File: src/dram_map.svh
// timing counts, field positions and reset levels for the dram host
// assumes a 10 MHz controller clock; included by bare name
`ifndef DRAM_MAP_SVH
`define DRAM_MAP_SVH

`define CLK_PERIOD_NS 100
// power-up wait, least time, rounded up
`define PWRUP_US 500
`define PWRUP_CYC ((`PWRUP_US * 1000 + `CLK_PERIOD_NS - 1) / `CLK_PERIOD_NS)
`define DUMMY_CYCLES 8
// retention window spread over all refresh rows, longest time, rounded down
`define REF_WINDOW_MS 2
`define REF_ROWS 128
`define REF_INTERVAL_CYC ((`REF_WINDOW_MS * 1000000) / (`REF_ROWS * `CLK_PERIOD_NS))
// address layout of the user word and the pins
`define ROW_BITS 8
`define COL_BITS 8
`define REF_ROW_BITS 7
`define ROW_POS 8
`define COL_POS 0
// cycle counts of strobe phases, plain defaults
`define RCD_CYC 2
`define CAS_CYC 4
`define RP_CYC 2
`define RAS_REF_CYC 3
`define PAGE_MAX_CYC 90
// idle level of every strobe
`define STROBE_IDLE 1'b1

`endif

File: src/dram_pkg.sv
// types shared by the dram host controller and its refresh pacer
// assumes dram_map.svh sits in the include path
`include "dram_map.svh"

package dram_pkg;

    // controller states, gray along idle-row-cas_hi-col-open-pre
    typedef enum logic [3:0] {
        st_powerup = 4'h0,
        st_idle = 4'h1,
        st_row = 4'h3,
        st_cas_hi = 4'h2,
        st_col = 4'h6,
        st_open = 4'h7,
        st_pre = 4'h5,
        st_rref = 4'h4,
        st_aref = 4'hc,
        st_self = 4'hd
    } state_t;

    // strobes and multiplexed address toward the memory
    typedef struct packed {
        logic ras_n;
        logic cas_n;
        logic we_n;
        logic ref_n;
        logic [`ROW_BITS-1:0] addr;
    } pins_t;

    // one user access
    typedef struct packed {
        logic we;
        logic [`ROW_BITS+`COL_BITS-1:0] addr;
        logic [3:0] wdata;
    } req_t;

    // whole state of the controller
    typedef struct packed {
        state_t st;
        pins_t pin;
        logic [3:0] dq;
        logic dq_oe;
        logic [15:0] cnt;
        logic [6:0] pcnt;
        logic [3:0] dcnt;
        logic init_done;
        logic pend;
        req_t req;
        logic ready;
        logic done;
        logic [3:0] rdata;
        logic self_on;
        logic ref_pulse;
        logic [3:0] dq_s1;
        logic [3:0] dq_s2;
    } ctl_t;

    // whole state of the refresh pacer
    typedef struct packed {
        logic [15:0] tick;
        logic due;
        logic [`REF_ROW_BITS-1:0] row;
    } pacer_t;

endpackage

File: src/dram_host_ctrl.sv
// host controller driving a 64k x 4 dynamic memory through its strobes
// assumes one memory on the pins, user side on the same clock as clk_i
//
// Behaviour
// - for wider pages decode only column strobe, share the row strobe
// - page mode: row strobe held low, column cycles step through columns
// - each of 128 refresh rows refreshed at least once per 2 ms
// - refresh strobe low after precharge refreshes the internal counter row
// - row strobe idle in refresh-strobe cycles, and the reverse
// - hidden refresh: column strobe stays low through precharge and refresh
// - wait about 500 us and issue eight dummy cycles before accesses
`timescale 1ns/1ps
`include "dram_map.svh"

module dram_host_ctrl #(
    parameter int PWRUP_CYC = `PWRUP_CYC,
    parameter int REF_INTERVAL = `REF_INTERVAL_CYC,
    parameter int RCD_CYC = `RCD_CYC,
    parameter int CAS_CYC = `CAS_CYC,
    parameter int RP_CYC = `RP_CYC,
    parameter int RAS_REF_CYC = `RAS_REF_CYC,
    parameter int PAGE_MAX = `PAGE_MAX_CYC
) (
    // clock and reset
    input wire logic clk_i,
    input wire logic resetn_i,
    // user requests
    input wire logic req_valid_i,
    input wire dram_pkg::req_t req_i,
    output logic req_ready_o,
    output logic done_o,
    output logic [3:0] rdata_o,
    // mode and status
    input wire logic ras_only_ref_i,
    input wire logic sleep_i,
    output logic init_done_o,
    output logic in_self_o,
    // memory pins
    output dram_pkg::pins_t pins_o,
    output logic [3:0] dq_o,
    output logic dq_oe_o,
    input wire logic [3:0] dq_i
);
    import dram_pkg::*;

    ctl_t q;
    ctl_t d;
    logic ref_due;
    logic [`REF_ROW_BITS-1:0] ref_row;
    logic row_hit;
    logic take;

    ////////////////////////////////////////////////////////////////////////
    // refresh spacing and host-side row counter
    refresh_pacer #(
        .INTERVAL(REF_INTERVAL)
    ) u_pacer (
        .clk_i(clk_i),
        .resetn_i(resetn_i),
        .adv_i(q.ref_pulse),
        .due_o(ref_due),
        .row_o(ref_row)
    );

    ////////////////////////////////////////////////////////////////////////
    // next state
    always_comb begin
        d = q;
        d.done = 1'b0;
        d.ref_pulse = 1'b0;
        // two-stage sync of the data pins, only the second stage is read
        d.dq_s1 = dq_i;
        d.dq_s2 = q.dq_s1;
        take = req_valid_i & q.ready;
        row_hit = (req_i.addr[`ROW_POS +: `ROW_BITS] ==
                   q.req.addr[`ROW_POS +: `ROW_BITS]);
        case (q.st)
            st_powerup: begin
                d.cnt = q.cnt + 16'h0001;
                if (q.cnt == 16'(PWRUP_CYC - 1)) begin
                    d.cnt = '0;
                    d.st = st_rref;
                    d.pin.ras_n = 1'b0;
                    d.pin.addr = {1'b0, ref_row};
                end
            end
            st_idle: begin
                if (take) begin
                    d.req = req_i;
                    d.pcnt = '0;
                    d.cnt = '0;
                    if (!q.pin.cas_n) begin
                        // held read data released before a new row opens
                        d.pin.cas_n = 1'b1;
                        d.pend = 1'b1;
                        d.st = st_pre;
                    end else begin
                        d.pin.ras_n = 1'b0;
                        d.pin.addr = req_i.addr[`ROW_POS +: `ROW_BITS];
                        d.st = st_row;
                    end
                end else if (ref_due) begin
                    d.cnt = '0;
                    if (ras_only_ref_i) begin
                        // cas left as is: low here means hidden refresh
                        d.pin.ras_n = 1'b0;
                        d.pin.addr = {1'b0, ref_row};
                        d.st = st_rref;
                    end else begin
                        d.pin.ref_n = 1'b0;
                        d.st = st_aref;
                    end
                end else if (sleep_i) begin
                    d.pin.ref_n = 1'b0;
                    d.self_on = 1'b1;
                    d.st = st_self;
                end
            end
            st_row: begin
                d.cnt = q.cnt + 16'h0001;
                d.pcnt = q.pcnt + 7'h01;
                if (q.cnt == 16'(RCD_CYC - 1)) begin
                    d.cnt = '0;
                    d.st = st_cas_hi;
                    d.pin.addr = q.req.addr[`COL_POS +: `COL_BITS];
                    d.pin.we_n = ~q.req.we;
                    d.dq = q.req.wdata;
                    d.dq_oe = q.req.we;
                end
            end
            st_cas_hi: begin
                // column and write strobe settle one cycle before cas falls
                d.pcnt = q.pcnt + 7'h01;
                d.pin.cas_n = 1'b0;
                d.cnt = '0;
                d.st = st_col;
            end
            st_col: begin
                d.cnt = q.cnt + 16'h0001;
                d.pcnt = q.pcnt + 7'h01;
                if (q.cnt == 16'(CAS_CYC - 1)) begin
                    d.done = 1'b1;
                    if (!q.req.we) begin
                        d.rdata = q.dq_s2;
                    end
                    // after a read cas stays low so the data stays on the pins
                    d.pin.cas_n = q.req.we;
                    d.pin.we_n = `STROBE_IDLE;
                    d.dq_oe = 1'b0;
                    d.st = st_open;
                end
            end
            st_open: begin
                d.pcnt = q.pcnt + 7'h01;
                if (take && row_hit) begin
                    // same row: new column only, row stays latched
                    d.req = req_i;
                    d.pin.cas_n = 1'b1;
                    d.pin.addr = req_i.addr[`COL_POS +: `COL_BITS];
                    d.pin.we_n = ~req_i.we;
                    d.dq = req_i.wdata;
                    d.dq_oe = req_i.we;
                    d.st = st_cas_hi;
                end else if (take) begin
                    d.req = req_i;
                    d.pend = 1'b1;
                    d.pin.ras_n = 1'b1;
                    d.pin.cas_n = 1'b1;
                    d.cnt = '0;
                    d.st = st_pre;
                end else if (ref_due || q.pcnt >= 7'(PAGE_MAX)) begin
                    // cas untouched so a held read stays valid
                    d.pin.ras_n = 1'b1;
                    d.cnt = '0;
                    d.st = st_pre;
                end
            end
            st_pre: begin
                d.cnt = q.cnt + 16'h0001;
                if (q.cnt == 16'(RP_CYC - 1)) begin
                    d.cnt = '0;
                    if (!q.init_done && q.dcnt != 4'(`DUMMY_CYCLES)) begin
                        d.pin.ras_n = 1'b0;
                        d.pin.addr = {1'b0, ref_row};
                        d.st = st_rref;
                    end else if (q.pend) begin
                        d.pend = 1'b0;
                        d.pcnt = '0;
                        d.pin.ras_n = 1'b0;
                        d.pin.addr = q.req.addr[`ROW_POS +: `ROW_BITS];
                        d.st = st_row;
                    end else begin
                        d.init_done = 1'b1;
                        d.st = st_idle;
                    end
                end
            end
            st_rref: begin
                // ref_n stays high for the whole row-strobe cycle
                d.cnt = q.cnt + 16'h0001;
                if (q.cnt == 16'(RAS_REF_CYC - 1)) begin
                    d.cnt = '0;
                    d.pin.ras_n = 1'b1;
                    d.ref_pulse = 1'b1;
                    if (!q.init_done) begin
                        d.dcnt = q.dcnt + 4'h1;
                    end
                    d.st = st_pre;
                end
            end
            st_aref: begin
                // ras_n stays high for the whole refresh-strobe cycle
                d.cnt = q.cnt + 16'h0001;
                if (q.cnt == 16'(RAS_REF_CYC - 1)) begin
                    d.cnt = '0;
                    d.pin.ref_n = `STROBE_IDLE;
                    d.ref_pulse = 1'b1;
                    d.st = st_pre;
                end
            end
            st_self: begin
                // device keeps its own timer here, pacer ticks on regardless
                if (!sleep_i) begin
                    d.pin.ref_n = `STROBE_IDLE;
                    d.self_on = 1'b0;
                    d.cnt = '0;
                    d.st = st_pre;
                end
            end
            default: begin
                d.st = st_idle;
            end
        endcase
        // no access is offered while a refresh waits or the page runs long
        d.ready = d.init_done & ~take &
                  ((d.st == st_idle & ~ref_due & ~sleep_i) |
                   (d.st == st_open & ~ref_due &
                    d.pcnt < 7'(PAGE_MAX - 1)));
    end

    ////////////////////////////////////////////////////////////////////////
    // state register, strobes idle high from reset on
    always_ff @(posedge clk_i) begin
        if (!resetn_i) begin
            q <= '0;
            q.pin.ras_n <= `STROBE_IDLE;
            q.pin.cas_n <= `STROBE_IDLE;
            q.pin.we_n <= `STROBE_IDLE;
            q.pin.ref_n <= `STROBE_IDLE;
        end else begin
            q <= d;
        end
    end

    ////////////////////////////////////////////////////////////////////////
    // outputs straight from the state register
    assign req_ready_o = q.ready;
    assign done_o = q.done;
    assign rdata_o = q.rdata;
    assign init_done_o = q.init_done;
    assign in_self_o = q.self_on;
    assign pins_o = q.pin;
    assign dq_o = q.dq;
    assign dq_oe_o = q.dq_oe;

endmodule // dram_host_ctrl

File: src/refresh_pacer.sv
// refresh pacer: spaces refresh requests and keeps the refresh row
// assumes adv_i pulses once per refresh cycle the controller finishes
`timescale 1ns/1ps
`include "dram_map.svh"

module refresh_pacer #(
    parameter int INTERVAL = `REF_INTERVAL_CYC
) (
    // clock and reset
    input wire logic clk_i,
    input wire logic resetn_i,
    // refresh handshake
    input wire logic adv_i,
    output logic due_o,
    output logic [`REF_ROW_BITS-1:0] row_o
);
    import dram_pkg::*;

    pacer_t q;
    pacer_t d;
    logic hit;

    ////////////////////////////////////////////////////////////////////////
    // one request per interval, row counter steps per refresh
    always_comb begin
        d = q;
        hit = (q.tick == 16'(INTERVAL - 1));
        d.tick = hit ? 16'h0000 : q.tick + 16'h0001;
        if (adv_i) begin
            d.row = q.row + 7'h01;
        end
        // a new interval arriving with the ack keeps the request up
        d.due = hit | (q.due & ~adv_i);
    end

    always_ff @(posedge clk_i) begin
        if (!resetn_i) begin
            q <= '0;
        end else begin
            q <= d;
        end
    end

    assign due_o = q.due;
    assign row_o = q.row;

endmodule // refresh_pacer

File: config.mk
export PLATFORM = sky130hd
export DESIGN_NAME = dram_host_ctrl
export DESIGN_NICKNAME = d
export VERILOG_FILES = /design/src/dram_pkg.sv /design/src/dram_host_ctrl.sv /design/src/refresh_pacer.sv
export VERILOG_INCLUDE_DIRS = /design/src
export SDC_FILE = /design/constraint.sdc
export NUM_CORES = 1
export LEC_CHECK = 0
export BUFFER_PORTS_ARGS = -buffer_cell sky130_fd_sc_hd__buf_2
export CORE_MARGIN = 2
export CORE_UTILIZATION = 59
export DETAILED_ROUTE_END_ITERATION = 8
export GPL_ROUTABILITY_DRIVEN = 0
export PLACE_DENSITY_LB_ADDON = 0.05
export SLEW_MARGIN = 10
export SYNTH_ARGS = -nofsm -noshare
export SYNTH_HDL_FRONTEND = slang
export SYNTH_HIERARCHICAL = 1
export SYNTH_SLANG_ARGS = --single-unit
File: constraint.sdc
create_clock -name clk_i -period 2.7 [get_ports clk_i]
set_input_delay 0.27 -clock clk_i [delete_from_list [all_inputs] [get_ports clk_i]]
set_output_delay 0.27 -clock clk_i [all_outputs]
set_load 0.1 [all_outputs]
## Word-level counts from Yosys, hierarchy flattened

Cells that the tools add are included.

- Bits in registers: 111
- Output and inout port bits: 25
- Word-level logic and storage cells: 210

- $add $sub $neg: 5
- Magnitude comparators: 2
- Eq/ne operators: 42
- Multiplexer cells: 85
- Bitwise operators: 18
- Reduce and logical (&&, ||, !) cells: 32

Operators by type and width:

| cell | number |
|---|---|
| one-hot mux 16 bit (9 select lines) | 1 |
| 2-to-1 mux 16 bit | 8 |
| 2-to-1 mux 8 bit | 8 |
| 2-to-1 mux 22 bit | 2 |
| one-hot mux 21 bit (2 select lines) | 1 |
| 2-to-1 mux 5 bit | 8 |
| one-hot mux 4 bit (10 select lines) | 1 |
| one-hot mux 8 bit (5 select lines) | 1 |
| 2-to-1 mux 4 bit | 9 |
| adder 16 x 1 -> 16 bit (second input constant) | 2 |
| equality test 16 x 2 -> 1 bit (second input constant) | 2 |
| inequality test 2 bit (second input constant) | 16 |
| 2-to-1 mux 29 bit | 1 |
| 2-to-1 mux 1 bit | 25 |
| 2-to-1 mux 23 bit | 1 |
| 2-to-1 mux 21 bit | 1 |
| 2-to-1 mux 7 bit | 3 |
| one-hot mux 7 bit (3 select lines) | 1 |
| equality test 4 x 3 -> 1 bit (second input constant) | 5 |
| inequality test 3 bit (second input constant) | 6 |
| equality test 16 x 1 -> 1 bit (second input constant) | 1 |
| equality test 16 x 13 -> 1 bit (second input constant) | 1 |
| equality test 16 x 8 -> 1 bit (second input constant) | 1 |
| adder 7 x 1 -> 7 bit (second input constant) | 2 |
| 39 further kinds | 77 |

## Logic depth before layout (Yosys ltp)

Gate-level depths: netlist of the first run.

- Word-level depth: 11
- Gate-level depth with buffers: 10
- Depth with buffers taken out: 9

## Hierarchy

Netlist of the first run, hierarchy kept.

Modules (own cells, without submodules):

| module | times used | cells each | area an instance (sq um) | sequential area each (sq um) |
|---|---|---|---|---|
| dram_host_ctrl | 1 | 576 | 4,620.7 | 1,741.7 |
| refresh_pacer | 1 | 118 | 1,159.9 | 480.5 |

## Worst setup path before layout of the first run

No wires, ideal clock.

- Path kind: reg2reg
- Start point: register q, in the netlist req_ready_o
- End point: register q[56] (netlist name)
- Setup time: 0.117 ns
- Arrival time: 2.482 ns
- Required time: 2.583 ns
- Path slack: 0.101 ns
- Cell stages (with the launch flop): 10
- Buffers on the path: 2
- Cells stage by stage: dfxtp_1 -> and2_1 -> buf_2 -> o32ai_1 -> a31oi_1 -> o21a_1 -> nor2_1 -> a21oi_2 -> buf_2 -> nor2_1

- Word-level cells in the longest chain between the ends: 4

Ends and longest elaborated chain:

| element | line | source |
|---|---|---|
| start: declaration | dram_host_ctrl.sv:46 | `ctl_t q;` |
| AND 1 bit (*) | dram_host_ctrl.sv:74 | `take = req_valid_i & q.ready;` |
| 2-to-1 mux 16 bit or logical AND 1 bit (tied branches) | dram_host_ctrl.sv:164, dram_host_ctrl.sv:155 |  |
| 2-to-1 mux 16 bit or inequality test 2 bit (tied branches) | n/a |  |
| one-hot mux 16 bit (9 select lines) or AND reduction 5 bit (tied branches) | n/a |  |

Every way passes the cells marked *; elsewhere a longest branch is shown, timed or not. The select of a mux whose other input is x is not followed.
A chain may end at the register's enable or synchronous reset.

## Final worst setup path of the first run

- Start point: register q[53] (netlist name)
- End point: register q, in the netlist req_ready_o

- Word-level cells in the longest chain between the ends: 8

Ends and longest elaborated chain:

| element | line | source |
|---|---|---|
| branches (longest 7 deep; another with less-than comparator 7 bit) | n/a |  |
| AND 1 bit (*) | dram_host_ctrl.sv:235 | `d.ready = d.init_done & ~take &` |

Every way passes the cells marked *. The select of a mux whose other input is x is not followed.

==> flow_summary.ini, run 1 <==
[floorplan]
num_rows = 36
ios = 55
core_area_um2 = 9639
die_y_um = 103.0
start_util_pct = 59.97
die_w_um = 103.0
dieArea_um2 = 10600

[clock_tree]
cts.sinks = 111
cts_made_buffers = 9
htree_num_levels = 3
clk_pin_slew_ps = 110
cts_tree = built
clkLatencyLatePin_ps = 390
cts_buffer_depth = 2
cts_root_buf = clkbuf_8

[timing]
rsz0062_at_grt = no
slew_headroom_pct = 48.01
fin_crit_sh_pct = 94.15
clock.fmax_mhz = 393.4
setup_viol = 0
tightestPinTransition_ps = 772.7
timing.final.crit_period_ps = 2542
tns_ps = 0
maxSlewViolCount = 0
hold_viol = 0
skew_ps = 9.482

[power_and_ir_drop]
p_clk_share_pct = 38.1
p_per_area_nw_per_um2 = 455.9
irDropWorstVdd_mv = 0.4647
p_seq_share_pct = 57.5
switching_share_pct = 23.03
p_sw_mw = 0.6655
power_frac_comb_pct = 4.4
internal-power_mw = 2.223
finalPower_mw = 2.889
leakage_nw = 2.385

[yosys]
synth.most_common_cell = dfxtp_1
synth_top_cell_area_share_pct = 38.44
syn_inst = 694
synth_area_um2 = 5781
synth_area_leaders = dfxtp_1 38%, nand2_1 6.8%, nor2_1 5.0%, xnor2_1 4.4%, a21oi_1 4.2%
yosys_warnings = 6
synthesis.nets = 733
ys_types = 79
synth.avg_cell_area_um2 = 8.329
synth_edf_count = 0
synth.top_cells.by_count = 111 x dfxtp_1, 105 x nand2_1, 77 x nor2_1
synth-seq-cells = 111
seq_area_frac_synth_pct = 38.44
synthFlopType = dfxtp_1
async_reset_ff_share_pct = 0
synth_area_leader_cell = dfxtp_1

[global_route]
use_met3_pct = 6.508
grt_max_degree = 30
grt-ovfl-total = 0
busiest_layer = met2
antenna_found_initial = 0
grt_use_total_pct = 25.63
grt_pass1_wl_um = 21280
globalRouteMet2Util_pct = 41.21
grt_pass1_vias = 4339
grtUsageMet1_pct = 34.13

[route]
wl_um = 13320
vias = 4973
drt-initial-drc-count = 406
drc = 0
ant_nets = 0
dr.pass1.iters = 5
routed_via_density = 5.749
wl_per_cell_um = 15.39

[critical_path]
critPathRequiredTime_ps = 3040
worstPathCellList = or3_1 > or4_4 > nor4b_4 > o21ai_4 > a21oi_1 > and3_1 > o31a_1
critPathSlowestCell = or4_4
critPathLaunchType = flip-flop
max_stage_delay_ps = 560
end_kind = flip-flop
path_max_fanout = 7
crit_type = flip-flop to flip-flop
cp.arrival_ps = 2880
rr_endpoint = req_ready_o$_SDFF_PN0_
reg2reg_slack_ps = 160
timing.rr.start = q[53]$_SDFFE_PN0P_
reg2reg_depth = 7

[layout]
seq_area_um2 = 2223
syn_to_final_growth_pct = 9.632
nNetsFinal = 767
diodes = 0
multi_input_area_um2 = 3204
fillers = 875
postLayoutCellArea_um2 = 6337
drive_above_1_share_pct = 18.99

[placed_design]
hpwlAfterDp_um = 9504
place_area_um2 = 6061
port_buffers = 54

[worst_hold_path]
hold_path.class = primary input to flip-flop
hold_depth = 2
holdPathEnd = d[0]$_SDFF_PN0_
hp-start = dq_i[0]

[flow_run]
max-cap-violations = 0

[outcome]
status = completed
power by group through the flow:
stage | Combinational (mW) | Clock, mW | Sequential (mW)
after detailed placement | 0.122 | 0 | 1.70
after floorplan | 0.0677 | 0 | 1.70
after CTS | 0.123 | 1.13 | 1.66
final | 0.126 | 1.10 | 1.66
after global routing | 0.138 | 1.20 | 1.66
after global placement | 0.121 | 0 | 1.70
metal layers:
layer | vias up | share of wire (%)
met1 | 2316 | 45
met4 | 0 | 1.7
met3 | 25 | 5.2
li1 | 2474 | -
met2 | 158 | 48
met5 | - | 0
area by class of cell:
cell class	count	share of cell area [%]
Tap cell	133	2.626
Timing Repair Buffer	81	7.463
Clock inverter	6	1.481
Multi-Input combinational cell	511	50.56
Inverter	14	0.8292
Sequential cell	111	35.08
Clock buffer	9	1.955
critical path: cells and delay by family (launching register included):
kind	cells	cell delay [ps]
AOI/OAI and AO/OA	3	510
DFF	1	370
and+or+nand+nor	4	1610
kinds of logic after synthesis:
kind of cell | synth area share, %
AO/OA/AOI/OAI | 16.32
adder cells (fa/ha/maj) | 1.948
AND/OR/NAND/NOR | 28.20
XOR/XNOR | 6.970
buffers and inverters | 6.732
flip-flops | 38.44
multiplexers | 1.385
cells in the final DEF (no fill, tap or decap), types with 8 or more instances in the layout:
master / instances
nand2_1: 105
buf_4: 27
a31o_2: 8
nor3_1: 17
buf_2: 54
xnor2_1: 29
xor2_1: 17
nand3_1: 27
mux2i_1: 8
a21oi_1: 48
o21ai_0: 10
inv_1: 13
and3_1: 11
a222oi_1: 8
dfxtp_1: 110
clkbuf_8: 9
nand4_1: 8
ha_1: 9
nor2_1: 76
and2_1: 16
state kept, by name, indices dropped and copies added (netlist names):
register	count
done_o	1
in_self_o	1
dq_oe_o	1
dq_o	4
pins_o	12
init_done_o	1
u_pacer/row_o	7
u_pacer/due_o	1
d	4
q	58
rdata_o	4
u_pacer/q	16
req_ready_o	1
per-stage QoR:
stage | hold WS (ps) | util, % | setup slack (ps) | instances
global route | 64.68 | 65.75 | 2.620 | 865
floorplan | 391.7 | - | 100.8 | 694
global placement | 421.7 | 62.88 | 180.8 | 847
detailed placement | 422.9 | 62.88 | 90.47 | 847
CTS | 66.47 | 65.14 | 38.84 | 862
finish | 79.74 | 65.75 | 158.0 | 865
worst max path at each step:
stage,end,from,slack [ps],depth (start not counted)
2_1_floorplan,q[56]$_SDFFE_PN0P_,req_ready_o$_SDFF_PN0_,100,9
3_3_place_gp,req_ready_o$_SDFF_PN0_,q[60]$_SDFFE_PN0P_,180,7
5_1_grt,req_ready_o$_SDFF_PN0_,q[52]$_SDFFE_PN0P_,3,7
4_1_cts,req_ready_o$_SDFF_PN0_,q[60]$_SDFFE_PN0P_,40,8
3_5_place_dp,req_ready_o$_SDFF_PN0_,q[60]$_SDFFE_PN0P_,90,8
6_report,req_ready_o$_SDFF_PN0_,q[53]$_SDFFE_PN0P_,160,7
repair_timing:
item / CTS / global route
gates resized for setup: 0 / 7
endpoints found under the setup margin: 0 / 28
setup buffers: 0 / 3
hold buffers: 0 / 0
Note: power is estimated with default switching activity, not from simulation.
==> run 2, diff against run 1 <==
--- a/config.mk
+++ b/config.mk
@@ -6,7 +6,9 @@
 export SDC_FILE = /design/constraint.sdc
 export NUM_CORES = 1
 export LEC_CHECK = 0
+export ABC_CLOCK_PERIOD_IN_PS = 2700
 export BUFFER_PORTS_ARGS = -buffer_cell sky130_fd_sc_hd__buf_2
+export CORE_ASPECT_RATIO = 1.75
 export CORE_MARGIN = 2
 export CORE_UTILIZATION = 59
 export DETAILED_ROUTE_END_ITERATION = 8
==> flow_summary.ini, run 2 (synthesized netlist as in run 1, its figures left out) <==
[outcome]
status = completed

[critical_path]
critPathRequiredTime_ps = 2990
cp.arrival_ps = 2850
path_max_fanout = 8
critPathLaunchType = flip-flop
crit_type = flip-flop to flip-flop
end_kind = flip-flop

[clock_tree]
cts.sinks = 111
ctsHoldBuffers = 0
htree_num_levels = 3
cts_buffer_depth = 2
clkLatencyLatePin_ps = 360
cts_root_buf = clkbuf_16
clk_pin_slew_ps = 80
cts_made_buffers = 9
cts_tree = built

[timing]
slew_headroom_pct = 43.00
rsz0062_at_grt = no
hold_viol = 0
maxSlewViolCount = 0
tns_ps = 0
fin_crit_sh_pct = 94.89
timing.final.crit_period_ps = 2562
setup_viol = 0
skew_ps = 9.110
tightestPinTransition_ps = 847.2
clock.fmax_mhz = 390.3

[layout]
final_cell_mix = 111 x dfxtp_1, 105 x nand2_1, 76 x nor2_1
layout_commonest_cell = dfxtp_1
diodes = 0
drive_above_1_share_pct = 18.94
fin_util_pct = 67.28
largest-register = q
nNetsFinal = 768
fillers = 841
syn_to_final_growth_pct = 10.89
largest_reg_flops = 58

[route]
drt-initial-drc-count = 503
wl_per_cell_um = 16.42
wl_um = 14060
vias = 5079
routed_via_density = 5.933
dr.pass1.iters = 8
ant_nets = 0
drc = 0

[placed_design]
port_buffers = 54
hpwlAfterDp_um = 10280

[floorplan]
dieArea_um2 = 10640
ios = 55
num_rows = 47
start_util_pct = 60.68
die_w_um = 78.83
die_y_um = 134.9
core_area_um2 = 9527

[global_route]
grt_pass1_vias = 4834
grt_use_total_pct = 27.19
grt-ovfl-total = 0
antenna_found_initial = 0
grt_max_degree = 30
grt_pass1_wl_um = 22960

[power_and_ir_drop]
irDropWorstVdd_mv = 0.3330
leakage_nw = 2.436
p_per_area_nw_per_um2 = 486.3

[flow_run]
max-cap-violations = 0

[worst_hold_path]
hold_path.class = primary input to flip-flop
-- run 2: what timing repair did --
action / 4_1_cts / 5_1_grt
resized for setup: 0 / 2
hold endpoints to repair: 0 / 0
endpoints found under the setup margin: 0 / 7
buffers inserted: 0 / 0
-- run 2: cell type report --
type,instances,area [µm²],share of cell area (%)
inverter,14,52.55,0.8198
clock buffer,11,252.7,3.943
multi-input combinational,511,3186,49.70
tap,122,152.6,2.381
clock inverter,5,51.30,0.8003
timing repair buffer,82,493.0,7.691
sequential,111,2222,34.67
-- run 2: through the flow --
step           hold WS [ps]  setup WS (ps)  power, mW  cell area (µm²)  instances
6_report              123.0          138.0      3.117             6410        856
5_1_grt               117.2          20.97      3.225             6410        856
4_1_cts               112.9          79.80      3.142             6399        856
3_5_place_dp          423.1          85.36      1.827             6095        840
3_3_place_gp          413.4          158.1      1.824             6095        840
2_1_floorplan         391.7          100.8      1.765             5781        694
-- run 2: worst paths after layout --
kind	from	end	slack (ps)	cells past startpoint
worst min register to register	d[0]$_SDFF_PN0_	q[0]$_SDFF_PN0_	440	1
worst max-delay path	q[56]$_SDFFE_PN0P_	pins_o[5]$_SDFFE_PN0P_	140	8
worst min-delay path	dq_i[2]	d[2]$_SDFF_PN0_	120	2
worst max register to register	q[56]$_SDFFE_PN0P_	pins_o[5]$_SDFFE_PN0P_	140	8
-- run 2: routing by layer --
layer  GRT usage (%)  share of wire (%)
met5               0                  0
met4           14.46                4.2
met3           4.479                4.8
met2           49.24                 53
met1           29.85                 38
-- run 2: worst max-delay path: stages (launching register included) --
cell,delay (ps)
dfxtp_1,340
or4_4,560
or4_4,530
nor2_2,210
and4_1,260
buf_4,180
nand2_1,70
a31o_2,240
a21oi_1,120
-- run 2: power breakdown --
part / switching, mW / internal, mW
clock network: 0.632 / 0.695
logic: 0.0773 / 0.0515
registers: 0.0127 / 1.65
total: 0.722 / 2.40
==> run 3, diff against run 2 <==
--- a/config.mk
+++ b/config.mk
@@ -6,11 +6,14 @@
 export SDC_FILE = /design/constraint.sdc
 export NUM_CORES = 1
 export LEC_CHECK = 0
+export ABC_AREA = 1
 export ABC_CLOCK_PERIOD_IN_PS = 2700
 export BUFFER_PORTS_ARGS = -buffer_cell sky130_fd_sc_hd__buf_2
+export CELL_PAD_IN_SITES_DETAIL_PLACEMENT = 0
+export CELL_PAD_IN_SITES_GLOBAL_PLACEMENT = 1
 export CORE_ASPECT_RATIO = 1.75
 export CORE_MARGIN = 2
-export CORE_UTILIZATION = 59
+export CORE_UTILIZATION = 43
 export DETAILED_ROUTE_END_ITERATION = 8
 export GPL_ROUTABILITY_DRIVEN = 0
 export PLACE_DENSITY_LB_ADDON = 0.05
==> flow_summary.ini, run 3 <==
[outcome]
status = completed

[clock_tree]
clk_pin_slew_ps = 80
cts_buffer_depth = 2
cts_tree = built
cts_setup_buffers = 0
htree_num_levels = 3
cts_resized = 0
clkLatencyLatePin_ps = 370
cts_made_buffers = 9
ctsHoldBuffers = 0
cts_root_buf = clkbuf_16
cts.sinks = 111

[layout]
largest-register = q
stdcell_count = 1129
drive_above_1_share_pct = 14.96
final_cell_mix = 192 x nand2_1, 147 x nor2_1, 111 x dfxtp_1
fin_util_pct = 47.23
largest_reg_flops = 58
layout_commonest_cell = nand2_1
syn_to_final_growth_pct = 7.940
nNetsFinal = 983
postLayoutCellArea_um2 = 6753
diodes = 0

[route]
vias = 5784
routed_via_density = 5.123
ant_nets = 0
drc = 0
dr.pass1.iters = 7
wl_um = 16880
drt-initial-drc-count = 321
wl_per_cell_um = 14.95

[global_route]
grtUsageMet1_pct = 24.26
busiest_layer = met2
grt_pass1_vias = 5616
grt-ovfl-total = 0
grt_use_total_pct = 22.12
grt_pass1_wl_um = 26680
antenna_found_initial = 0
globalRouteMet2Util_pct = 40.36
use_met3_pct = 3.183
grt_max_degree = 62

[floorplan]
start_util_pct = 43.76
dieArea_um2 = 15570
core_area_um2 = 14300
num_rows = 58
die_y_um = 163.6
ios = 55
die_w_um = 95.18

[timing]
fin_ws_ps = 442.9
rsz0062_at_grt = no
slew_headroom_pct = 49.08
tns_ps = 0
setup_viol = 0
clock.fmax_mhz = 443.0
whs_ps = 76.29
timing.final.crit_period_ps = 2257
fin_crit_sh_pct = 83.60
hold_viol = 0
tightestPinTransition_ps = 763.0
skew_ps = 11.87
maxSlewViolCount = 0

[placed_design]
hpwlAfterDp_um = 12840
dp.cells = 1113
port_buffers = 54
place_area_um2 = 6457
place_ws_ps = 454.7

[yosys]
synth.top_cells.by_count = 192 x nand2_1, 147 x nor2_1, 111 x dfxtp_1
synth.avg_cell_area_um2 = 6.778
syn_inst = 923
ys_types = 49
synth_top_cell_area_share_pct = 35.52
synth_area_leaders = dfxtp_1 36%, nand2_1 12%, nor2_1 8.8%, inv_1 6.1%, nand3_1 5.2%
synth_edf_count = 0
synth_area_leader_cell = dfxtp_1
synth.most_common_cell = nand2_1
synthFlopType = dfxtp_1
synthesis.nets = 962
seq_area_frac_synth_pct = 35.52
async_reset_ff_share_pct = 0
yosys_warnings = 6
synth_area_um2 = 6256
synth-seq-cells = 111

[power_and_ir_drop]
p_per_area_nw_per_um2 = 464.7
finalPower_mw = 3.138
leakage_nw = 2.981
irDropWorstVdd_mv = 0.2800

[critical_path]
rr_endpoint = q[55]$_SDFFE_PN0P_
critPathRequiredTime_ps = 2990
critPathSlowestCell = dfxtp_1
reg2reg_slack_ps = 440
critPathLaunchType = flip-flop
worstPathCellList = inv_1 > ha_1 > nor2_1 > a21oi_1 > o21ai_0 > nand2_1 > inv_1 > nand2_1 > nand2_1 > nor2_4 > nand2_2 > nand2_1 > nor3b_1
max_stage_delay_ps = 380
timing.rr.start = q[43]$_SDFF_PN0_
crit_type = flip-flop to flip-flop
cp.arrival_ps = 2540
path_max_fanout = 15
reg2reg_depth = 13
cp_common_cell = nand2_1
end_kind = flip-flop

[worst_hold_path]
hp-start = dq_i[3]
holdPathEnd = d[3]$_SDFF_PN0_
hold_path.class = primary input to flip-flop
hold_depth = 3

[flow_run]
max-cap-violations = 0
## run 3: power by group
| group | leakage, nW | internal [mW] | switching (mW) | total, mW |
|---|---|---|---|---|
| clock network | 0.147 | 0.657 | 0.695 | 1.35 |
| logic | 1.94 | 0.0425 | 0.0858 | 0.128 |
| registers | 0.897 | 1.65 | 0.00940 | 1.66 |
| total | 2.98 | 2.35 | 0.790 | 3.14 |
## run 3: cell families after synthesis
family	synth area share (%)
flip-flops	35.52
AND/OR/NAND/NOR	36.76
XOR/XNOR	1.820
buffers and inverters	12.12
adder cells (fa/ha/maj)	1.800
AO/OA/AOI/OAI	11.98
## run 3: layout make-up
| type | instances | area, µm² |
|---|---|---|
| clock inverter | 7 | 70.07 |
| timing repair buffer | 58 | 300.3 |
| multi-input combinational | 649 | 3276 |
| clock buffer | 9 | 225.2 |
| inverter | 115 | 434.2 |
| sequential | 111 | 2222 |
| tap | 180 | 225.2 |
| fill | 1496 | 7543 |
## run 3: how the worst max path moves through the flow
stage / startpoint / cells after the start / slack, ps / end
final: q[43]$_SDFF_PN0_ / 13 / 440 / q[55]$_SDFFE_PN0P_
after global routing: q[43]$_SDFF_PN0_ / 13 / 200 / q[55]$_SDFFE_PN0P_
after CTS: q[43]$_SDFF_PN0_ / 13 / 420 / q[55]$_SDFFE_PN0P_
after detailed placement: q[43]$_SDFF_PN0_ / 13 / 450 / q[55]$_SDFFE_PN0P_
after global placement: q[86]$_SDFF_PN0_ / 11 / 500 / pins_o[2]$_SDFFE_PN0P_
after floorplan: req_ready_o$_SDFF_PN0_ / 12 / 260 / pins_o[5]$_SDFFE_PN0P_
## run 3: metal layers
| layer | part of all wire [%] | vias to the layer above |
|---|---|---|
| met5 | 0 | - |
| met1 | 41 | 2643 |
| met3 | 3.1 | 40 |
| li1 | - | 2989 |
| met4 | 4.2 | 0 |
| met2 | 52 | 112 |
## run 3: worst max-delay path: cells and delay by family (launching register included)
kind                       cells  cell delay (ps)
adders and majority gates      1              200
buffers and inverters          2              170
AOI/OAI and AO/OA              2              290
DFF                            1              380
and+or+nand+nor                8             1140
